## config.mk

```make
export PLATFORM = sky130hd
export DESIGN_NAME = viterbi_engine_ctrl
export DESIGN_NICKNAME = d
export VERILOG_FILES = /design/src/verilog/cfg_word_bank.v /design/src/verilog/viterbi_engine_ctrl.v
export VERILOG_INCLUDE_DIRS = /design/src /design/src/verilog
export SDC_FILE = /design/constraint.sdc
export NUM_CORES = 1
export LEC_CHECK = 0
export ABC_CLOCK_PERIOD_IN_PS = 3570
export BUFFER_PORTS_ARGS = -buffer_cell sky130_fd_sc_hd__clkbuf_2
export CORE_MARGIN = 4
export CORE_UTILIZATION = 45
export CTS_BUF_LIST = sky130_fd_sc_hd__clkbuf_8
export CTS_CLUSTER_SIZE = 25
export DETAILED_ROUTE_END_ITERATION = 10
export PLACE_DENSITY_LB_ADDON = 0.25
export SYNTH_ARGS = -nofsm -noshare
export SYNTH_HDL_FRONTEND = slang
export SYNTH_SLANG_ARGS = --single-unit
```

## constraint.sdc

```tcl
create_clock -name clk -period 3.57 [get_ports clk]
set_input_delay 0.714 -clock clk [delete_from_list [all_inputs] [get_ports clk]]
set_output_delay 0.714 -clock clk [all_outputs]
set_load 0.02 [all_outputs]
```

## src/verilog/viterbi_ctrl_defs.vh

```
`ifndef VITERBI_CTRL_DEFS_VH
`define VITERBI_CTRL_DEFS_VH
`define IC_WORDS        6
`define IC_IDX_W        3
`define IC_LAST         3'h5
`define IC_MASK_ALL     6'h3f
`define CMD_W           4
`define CMD_NONE        4'h0
`define CMD_START       4'h1
`define CMD_PAUSE       4'h2
`define CMD_UNPAUSE     4'h3
`define CMD_STEP        4'h4
`define CMD_RESET       4'h5
`define FMT_BM_BIT      0
`define FMT_SD_BIT      1
`define FMT_W           2
`define FMT_RESET       2'h0
`define FMT_NATIVE_ALL  2'h3
`define FMT_PACKED_ALL  2'h0
`define CNT_W           16
`define CNT_ZERO        16'h0000
`define CNT_ONE         16'h0001
`define WORD_ZERO       32'h0000_0000
`define ST_W            3
`define ST_IDLE         3'h0
`define ST_WAIT_CFG     3'h1
`define ST_RUN          3'h2
`define ST_PAUSING      3'h3
`define ST_PAUSED       3'h4
`define ST_STEP         3'h5
`define ST_FAULT        3'h6
`define STAT_ERR        0
`define STAT_RUN        1
`define STAT_PAUSE      2
`define STAT_IFEMPTY    3
`define STAT_OFFULL     4
`define STAT_WAITCFG    5
`define STAT_W          6
`endif

```

## src/verilog/cfg_word_bank.v

```verilog
`timescale 1ns/1ps
`include "viterbi_ctrl_defs.vh"
module cfg_word_bank (
	input  wire                   clk,
	input  wire                   rstn,
	input  wire                   wr_en,
	input  wire [`IC_IDX_W-1:0]   wr_idx,
	input  wire [31:0]            wr_data,
	input  wire                   clr_seen,
	input  wire [`IC_IDX_W-1:0]   rd_idx,
	output reg  [31:0]            rd_data_q,
	output wire                   all_seen
);
	reg [31:0]          word_q [0:`IC_WORDS-1];
	reg [`IC_WORDS-1:0] seen_q;
	integer             i;

	// Out of range indices are dropped so the bank never aliases
	always @(posedge clk) begin
		if (!rstn) begin
			for (i = 0; i < `IC_WORDS; i = i + 1)
				word_q[i] <= `WORD_ZERO;
			seen_q    <= {`IC_WORDS{1'b0}};
			rd_data_q <= `WORD_ZERO;
		end else begin
			if (wr_en && wr_idx <= `IC_LAST)
				word_q[wr_idx] <= wr_data;
			// A write in the clearing cycle still counts
			if (clr_seen)
				seen_q <= {`IC_WORDS{1'b0}};
			if (wr_en && wr_idx <= `IC_LAST)
				seen_q[wr_idx] <= 1'b1;
			rd_data_q <= (rd_idx <= `IC_LAST) ? word_q[rd_idx]
				: `WORD_ZERO;
		end
	end

	assign all_seen = (seen_q == `IC_MASK_ALL);
endmodule // cfg_word_bank

```

## src/verilog/viterbi_engine_ctrl.v

```verilog
`timescale 1ns/1ps
`include "viterbi_ctrl_defs.vh"
module viterbi_engine_ctrl (
	input  wire                   clk,
	input  wire                   rstn,
	input  wire                   cfg_wr_en,
	input  wire [`IC_IDX_W-1:0]   cfg_wr_idx,
	input  wire [31:0]            cfg_wr_data,
	input  wire [`IC_IDX_W-1:0]   cfg_rd_idx,
	output wire [31:0]            cfg_rd_data,
	input  wire                   fmt_wr_en,
	input  wire [`FMT_W-1:0]      fmt_wr_data,
	output reg                    bm_native_q,
	output reg                    sd_native_q,
	input  wire                   cmd_wr_en,
	input  wire [`CMD_W-1:0]      cmd_wr_data,
	output reg  [`CMD_W-1:0]      exec_command_reg_q,
	input  wire                   debug_mode,
	input  wire                   err_detail_rd,
	input  wire                   engine_error,
	input  wire                   symbol_done,
	input  wire                   traceback_start,
	input  wire                   frame_done,
	input  wire                   in_fifo_empty,
	input  wire                   out_fifo_full,
	output reg                    restart_traceback_q,
	output reg                    engine_go_q,
	output reg                    in_queue_empty_flag_q,
	output reg                    out_queue_full_flag_q,
	output reg  [`STAT_W-1:0]     status_word_zero_q,
	output reg  [`CNT_W-1:0]      symbols_done_count_q
);
	reg [`ST_W-1:0]  state_q;
	reg [`ST_W-1:0]  state_d;
	reg              fault_q;
	reg              clr_seen;
	reg [`CNT_W-1:0] count_d;
	wire             all_seen;
	wire             cmd_start;
	wire             cmd_pause;
	wire             cmd_unpause;
	wire             cmd_step;
	wire             cmd_reset;
	wire             run_d;
	wire             pause_d;
	wire             wait_d;
	wire             fault_d;

	function is_cmd;
		input [`CMD_W-1:0] code;
		begin
			is_cmd = cmd_wr_en && (cmd_wr_data == code);
		end
	endfunction

	assign cmd_start   = is_cmd(`CMD_START);
	// Pause family is ignored outside debug mode as a safety net
	assign cmd_pause   = is_cmd(`CMD_PAUSE) && debug_mode;
	assign cmd_unpause = is_cmd(`CMD_UNPAUSE) && debug_mode;
	assign cmd_step    = is_cmd(`CMD_STEP) && debug_mode;
	assign cmd_reset   = is_cmd(`CMD_RESET);

	cfg_word_bank u_bank (
		.clk       (clk),
		.rstn      (rstn),
		.wr_en     (cfg_wr_en),
		.wr_idx    (cfg_wr_idx),
		.wr_data   (cfg_wr_data),
		.clr_seen  (clr_seen),
		.rd_idx    (cfg_rd_idx),
		.rd_data_q (cfg_rd_data),
		.all_seen  (all_seen)
	);

	always @* begin
		state_d  = state_q;
		clr_seen = 1'b0;
		case (state_q)
		`ST_IDLE: begin
			if (cmd_start) begin
				state_d  = `ST_WAIT_CFG;
				clr_seen = 1'b1;
			end
		end
		`ST_WAIT_CFG: begin
			if (all_seen)
				state_d = `ST_RUN;
		end
		`ST_RUN: begin
			if (frame_done)
				state_d = `ST_IDLE;
			else if (cmd_pause)
				state_d = `ST_PAUSING;
		end
		`ST_PAUSING: begin
			// Halt only lands on a traceback boundary
			if (frame_done)
				state_d = `ST_IDLE;
			else if (traceback_start)
				state_d = `ST_PAUSED;
		end
		`ST_PAUSED: begin
			if (cmd_unpause)
				state_d = `ST_RUN;
			else if (cmd_step)
				state_d = `ST_STEP;
		end
		`ST_STEP: begin
			if (frame_done)
				state_d = `ST_IDLE;
			else if (traceback_start)
				state_d = `ST_PAUSED;
		end
		`ST_FAULT: begin
			if (!fault_q)
				state_d = `ST_IDLE;
		end
		default: state_d = `ST_IDLE;
		endcase
		if (engine_error && state_q != `ST_IDLE)
			state_d = `ST_FAULT;
		if (cmd_reset)
			state_d = `ST_IDLE;
	end

	// Error set beats the read-side clear in the same cycle
	assign fault_d = engine_error ? 1'b1 :
		((err_detail_rd || cmd_reset) ? 1'b0 : fault_q);
	assign run_d   = (state_d == `ST_RUN) || (state_d == `ST_STEP) ||
		(state_d == `ST_PAUSING);
	assign pause_d = (state_d == `ST_PAUSED);
	assign wait_d  = (state_d == `ST_WAIT_CFG);

	always @* begin
		count_d = symbols_done_count_q;
		if (cmd_reset || (state_q == `ST_IDLE && cmd_start))
			count_d = `CNT_ZERO;
		else if (symbol_done && (state_q == `ST_RUN ||
			state_q == `ST_STEP || state_q == `ST_PAUSING))
			count_d = symbols_done_count_q + `CNT_ONE;
	end

	always @(posedge clk) begin
		if (!rstn) begin
			state_q               <= `ST_IDLE;
			fault_q               <= 1'b0;
			bm_native_q           <= 1'b0;
			sd_native_q           <= 1'b0;
			exec_command_reg_q    <= `CMD_NONE;
			restart_traceback_q   <= 1'b0;
			engine_go_q           <= 1'b0;
			in_queue_empty_flag_q <= 1'b1;
			out_queue_full_flag_q <= 1'b0;
			status_word_zero_q    <= {`STAT_W{1'b0}};
			symbols_done_count_q  <= `CNT_ZERO;
		end else begin
			state_q <= state_d;
			fault_q <= fault_d;
			// Format is kept across the reset command
			if (fmt_wr_en) begin
				bm_native_q <= fmt_wr_data[`FMT_BM_BIT];
				sd_native_q <= fmt_wr_data[`FMT_SD_BIT];
			end
			if (cmd_wr_en)
				exec_command_reg_q <= cmd_wr_data;
			restart_traceback_q <= (state_q == `ST_PAUSED) &&
				(cmd_unpause || cmd_step);
			engine_go_q <= run_d;
			in_queue_empty_flag_q <= in_fifo_empty;
			out_queue_full_flag_q <= out_fifo_full;
			status_word_zero_q[`STAT_ERR]     <= fault_d;
			status_word_zero_q[`STAT_RUN]     <= run_d;
			status_word_zero_q[`STAT_PAUSE]   <= pause_d;
			status_word_zero_q[`STAT_IFEMPTY] <= in_fifo_empty;
			status_word_zero_q[`STAT_OFFULL]  <= out_fifo_full;
			status_word_zero_q[`STAT_WAITCFG] <= wait_d;
			symbols_done_count_q <= count_d;
		end
	end
endmodule // viterbi_engine_ctrl

```

==> results.sh <==
export IMPL_maxCapViolCount=0
export IMPL_yosysWarnings=0
export IMPL_post_cts_buffers=0
export IMPL_worst_slew_margin_rel_pct=54.3
export IMPL_met1_length_um=11000
export IMPL_die_y_um=165
export IMPL_synth_top_cell_area_share_pct=52.1
export IMPL_rsz0062_at_grt="no"
export IMPL_cts_tree="done"
export IMPL_syn_nets=926
export IMPL_clock_path_buffers=3
export IMPL_start_kind="register"
export IMPL_ir_drop_uv=263
export IMPL_ios=121
export IMPL_place_hpwl_um=14900
export IMPL_synthTopCellsByArea="edfxtp_1 52%, dfxtp_1 13%, mux4_2 6.5%"
export IMPL_antenna_found_initial=0
export IMPL_ys_types=50
export IMPL_post_place_ws_ps=1120
export IMPL_route_met3_wl_um=1720
export IMPL_critPathCaptureType="register"
export IMPL_layout_setup_ws_ps=1620
export IMPL_yosys_cell_count_top_type="edfxtp_1"
export IMPL_grt_pass1_vias=7235
export IMPL_async_flop_share_pct=0
export IMPL_ant_nets=0
export IMPL_dpl_cell_area_um2=12100
export IMPL_maxUsedRoutingLayer="met4"
export IMPL_synth_top_area_cell="edfxtp_1"
export IMPL_htree_levels=2
export IMPL_avgSynthCellArea_um2=12.8
export IMPL_wl_met2_um=12300
export IMPL_crit_path_top_delay_cell="a2111o_1"
export IMPL_numCtsBuffers=45
export IMPL_max_stage_delay_ps=610
export IMPL_multi_input_area_um2=3410
export IMPL_drive_gt1_share_pct=23.9
export IMPL_synth_top_flop_cell="edfxtp_1"
export IMPL_start_util_pct=45.7
export IMPL_synth_top_cells_by_count="192 x edfxtp_1, 120 x nor2_1, 98 x and2_1"
export IMPL_ys_ff_latch=263
export IMPL_die_x_um=165
export IMPL_synth_edf_count=192
export IMPL_critPathArrivalTime_ps=2350
export IMPL_vias=6972
export IMPL_clk_latency_ps=550
export IMPL_worst_setup_path_type="reg2reg"
export IMPL_synthesis_area_um2=11100
export IMPL_power_density_nw_per_um2=515
export IMPL_grt_usage_pct=19.2
export IMPL_worstHoldPathType="in2reg"
export IMPL_fillers=2188
export IMPL_fin_crit_sh_pct=54.6
export IMPL_crit_family="compound AO/OA/AOI/OAI gates"
export IMPL_wire_per_inst_um=18.7
export IMPL_cts_root_buf="clkbuf_8"
export IMPL_synth_cells=868
export IMPL_register_area_um2=7190
export IMPL_crit_path_cell_trace="nand3b_4 > a2111o_1 > nor3_1 > xnor2_1 > nor2_1"
export IMPL_core_um2=24200
export IMPL_ys_seq_area_share_pct=64.9
export IMPL_totalWireLength_um=25600
export IMPL_gr_total_overflow=0
export IMPL_dr_pass1_iters=7
export IMPL_finalSetupViolations=0
export IMPL_cts_resized=0
export IMPL_final_hold_viol_count=0
export IMPL_clkTransAtPathRegs_ps=60
export IMPL_maxSlewViolCount=0
export IMPL_worstPathRequired_ps=3970
export IMPL_path_max_fanout=12
export IMPL_cp_buffers_inverters=0
export IMPL_vias_per_cell=5.10
export IMPL_grt_pass1_wl_um=39900
export IMPL_tns_ps=0
export IMPL_worst_slew_pin_slew_ps=683
export IMPL_drc=0
export IMPL_fin_area_um2=13000
export IMPL_place_congestion=0.770
export IMPL_final_nets=1065
export IMPL_p_leak_uw=0.00531
export IMPL_rows=57
export IMPL_outcome="completed"
export IMPL_area_growth_pct=17.2
export IMPL_antenna_cells=0
export IMPL_max_freq_mhz=513
export IMPL_grt_max_degree=37
export IMPL_period_needed_ps=1950
export IMPL_cts_hold_buf=0
export IMPL_drt_iter0_drc=435
export IMPL_clock_sinks=263
export IMPL_fin_skew_ps=21.6
export IMPL_io_buffer_count=120
export IMPL_die_area_um2=27200
-- cell type report --
type / instances / share of cell area, %
Clock inverter: 30 / 1.14
Sequential cell: 263 / 55.4
Tap cell: 324 / 3.12
Multi-Input combinational cell: 480 / 26.3
Timing Repair Buffer: 145 / 6.38
Inverter: 72 / 2.08
Clock buffer: 53 / 5.62
-- path summary, 6_finish.rpt --
check                                       from                        to  slack, ps  cells after the start
worst max-delay path                  state_q[0]  symbols_done_count_q[13]       1620                      5
worst min register to register  u_bank.seen_q[1]          u_bank.seen_q[1]        470                      2
worst min-delay path               in_fifo_empty     in_queue_empty_flag_q        370                      2
worst max register to register        state_q[0]  symbols_done_count_q[13]       1620                      5
-- registers in the layout (all words and copies together), names as in the netlist --
register,cells
u_bank.seen_q,6
bm_native_q,1
status_word_zero_q,6
exec_command_reg_q,4
u_bank.rd_data_q,32
u_bank.word_q,192
sd_native_q,1
restart_traceback_q,1
state_q,3
in_queue_empty_flag_q,1
symbols_done_count_q,16
-- layer usage --
layer	up-vias	global-route usage (%)
li1	3307	-
met1	3422	25.8
met2	201	31.7
met3	42	4.32
met4	0	5.48
met5	-	0
-- stage by stage --
| stage | cells | hold WS, ps | power (uW) | utilization (%) |
|---|---|---|---|---|
| global route | 1367 | 351 | 6970 | 53.5 |
| finish | 1367 | 372 | 6690 | 53.5 |
| floorplan | 868 | 443 | 3940 | - |
| global placement | 1284 | 453 | 4150 | 49.9 |
| detailed placement | 1284 | 459 | 4160 | 49.9 |
| CTS | 1367 | 334 | 6770 | 53.5 |
-- report_power, final --
| group | internal, uW | switching, uW | total [uW] |
|---|---|---|---|
| combinational | 226 | 335 | 561 |
| sequential | 3470 | 64.2 | 3530 |
| clock | 1420 | 1180 | 2600 |
| total | 5110 | 1580 | 6690 |
-- cell families after synthesis --
group / share of synthesized area [%]
flops: 64.9
compound gates: 3.51
mux: 10.0
fa+ha+maj: 0.113
buf+inv: 4.73
xor+xnor: 1.19
simple gates: 15.5
-- worst reg2reg max path, delay by kind of cell (launching register included) --
family	cells	cell delay, ps
flops	1	600
simple gates	3	470
xor+xnor	1	150
compound gates	1	610
-- layout by cell type (no fill, tap or decap), types with 4 or more instances in the layout --
master / instances
clkinv_1: 6
mux4_2: 32
clkbuf_2: 119
mux2i_1: 39
a21boi_0: 4
xnor2_1: 11
nor2b_1: 14
dfxtp_1: 71
clkbuf_8: 53
nand3_1: 7
edfxtp_1: 192
inv_1: 90
and2_1: 98
nor3_1: 7
a21oi_1: 6
buf_4: 23
o22ai_1: 33
nand4_1: 6
xor2_1: 4
nand2_1: 55
clkinv_2: 4
nor2_1: 120
nand2b_1: 6
Power figures use the tool's default switching activity.
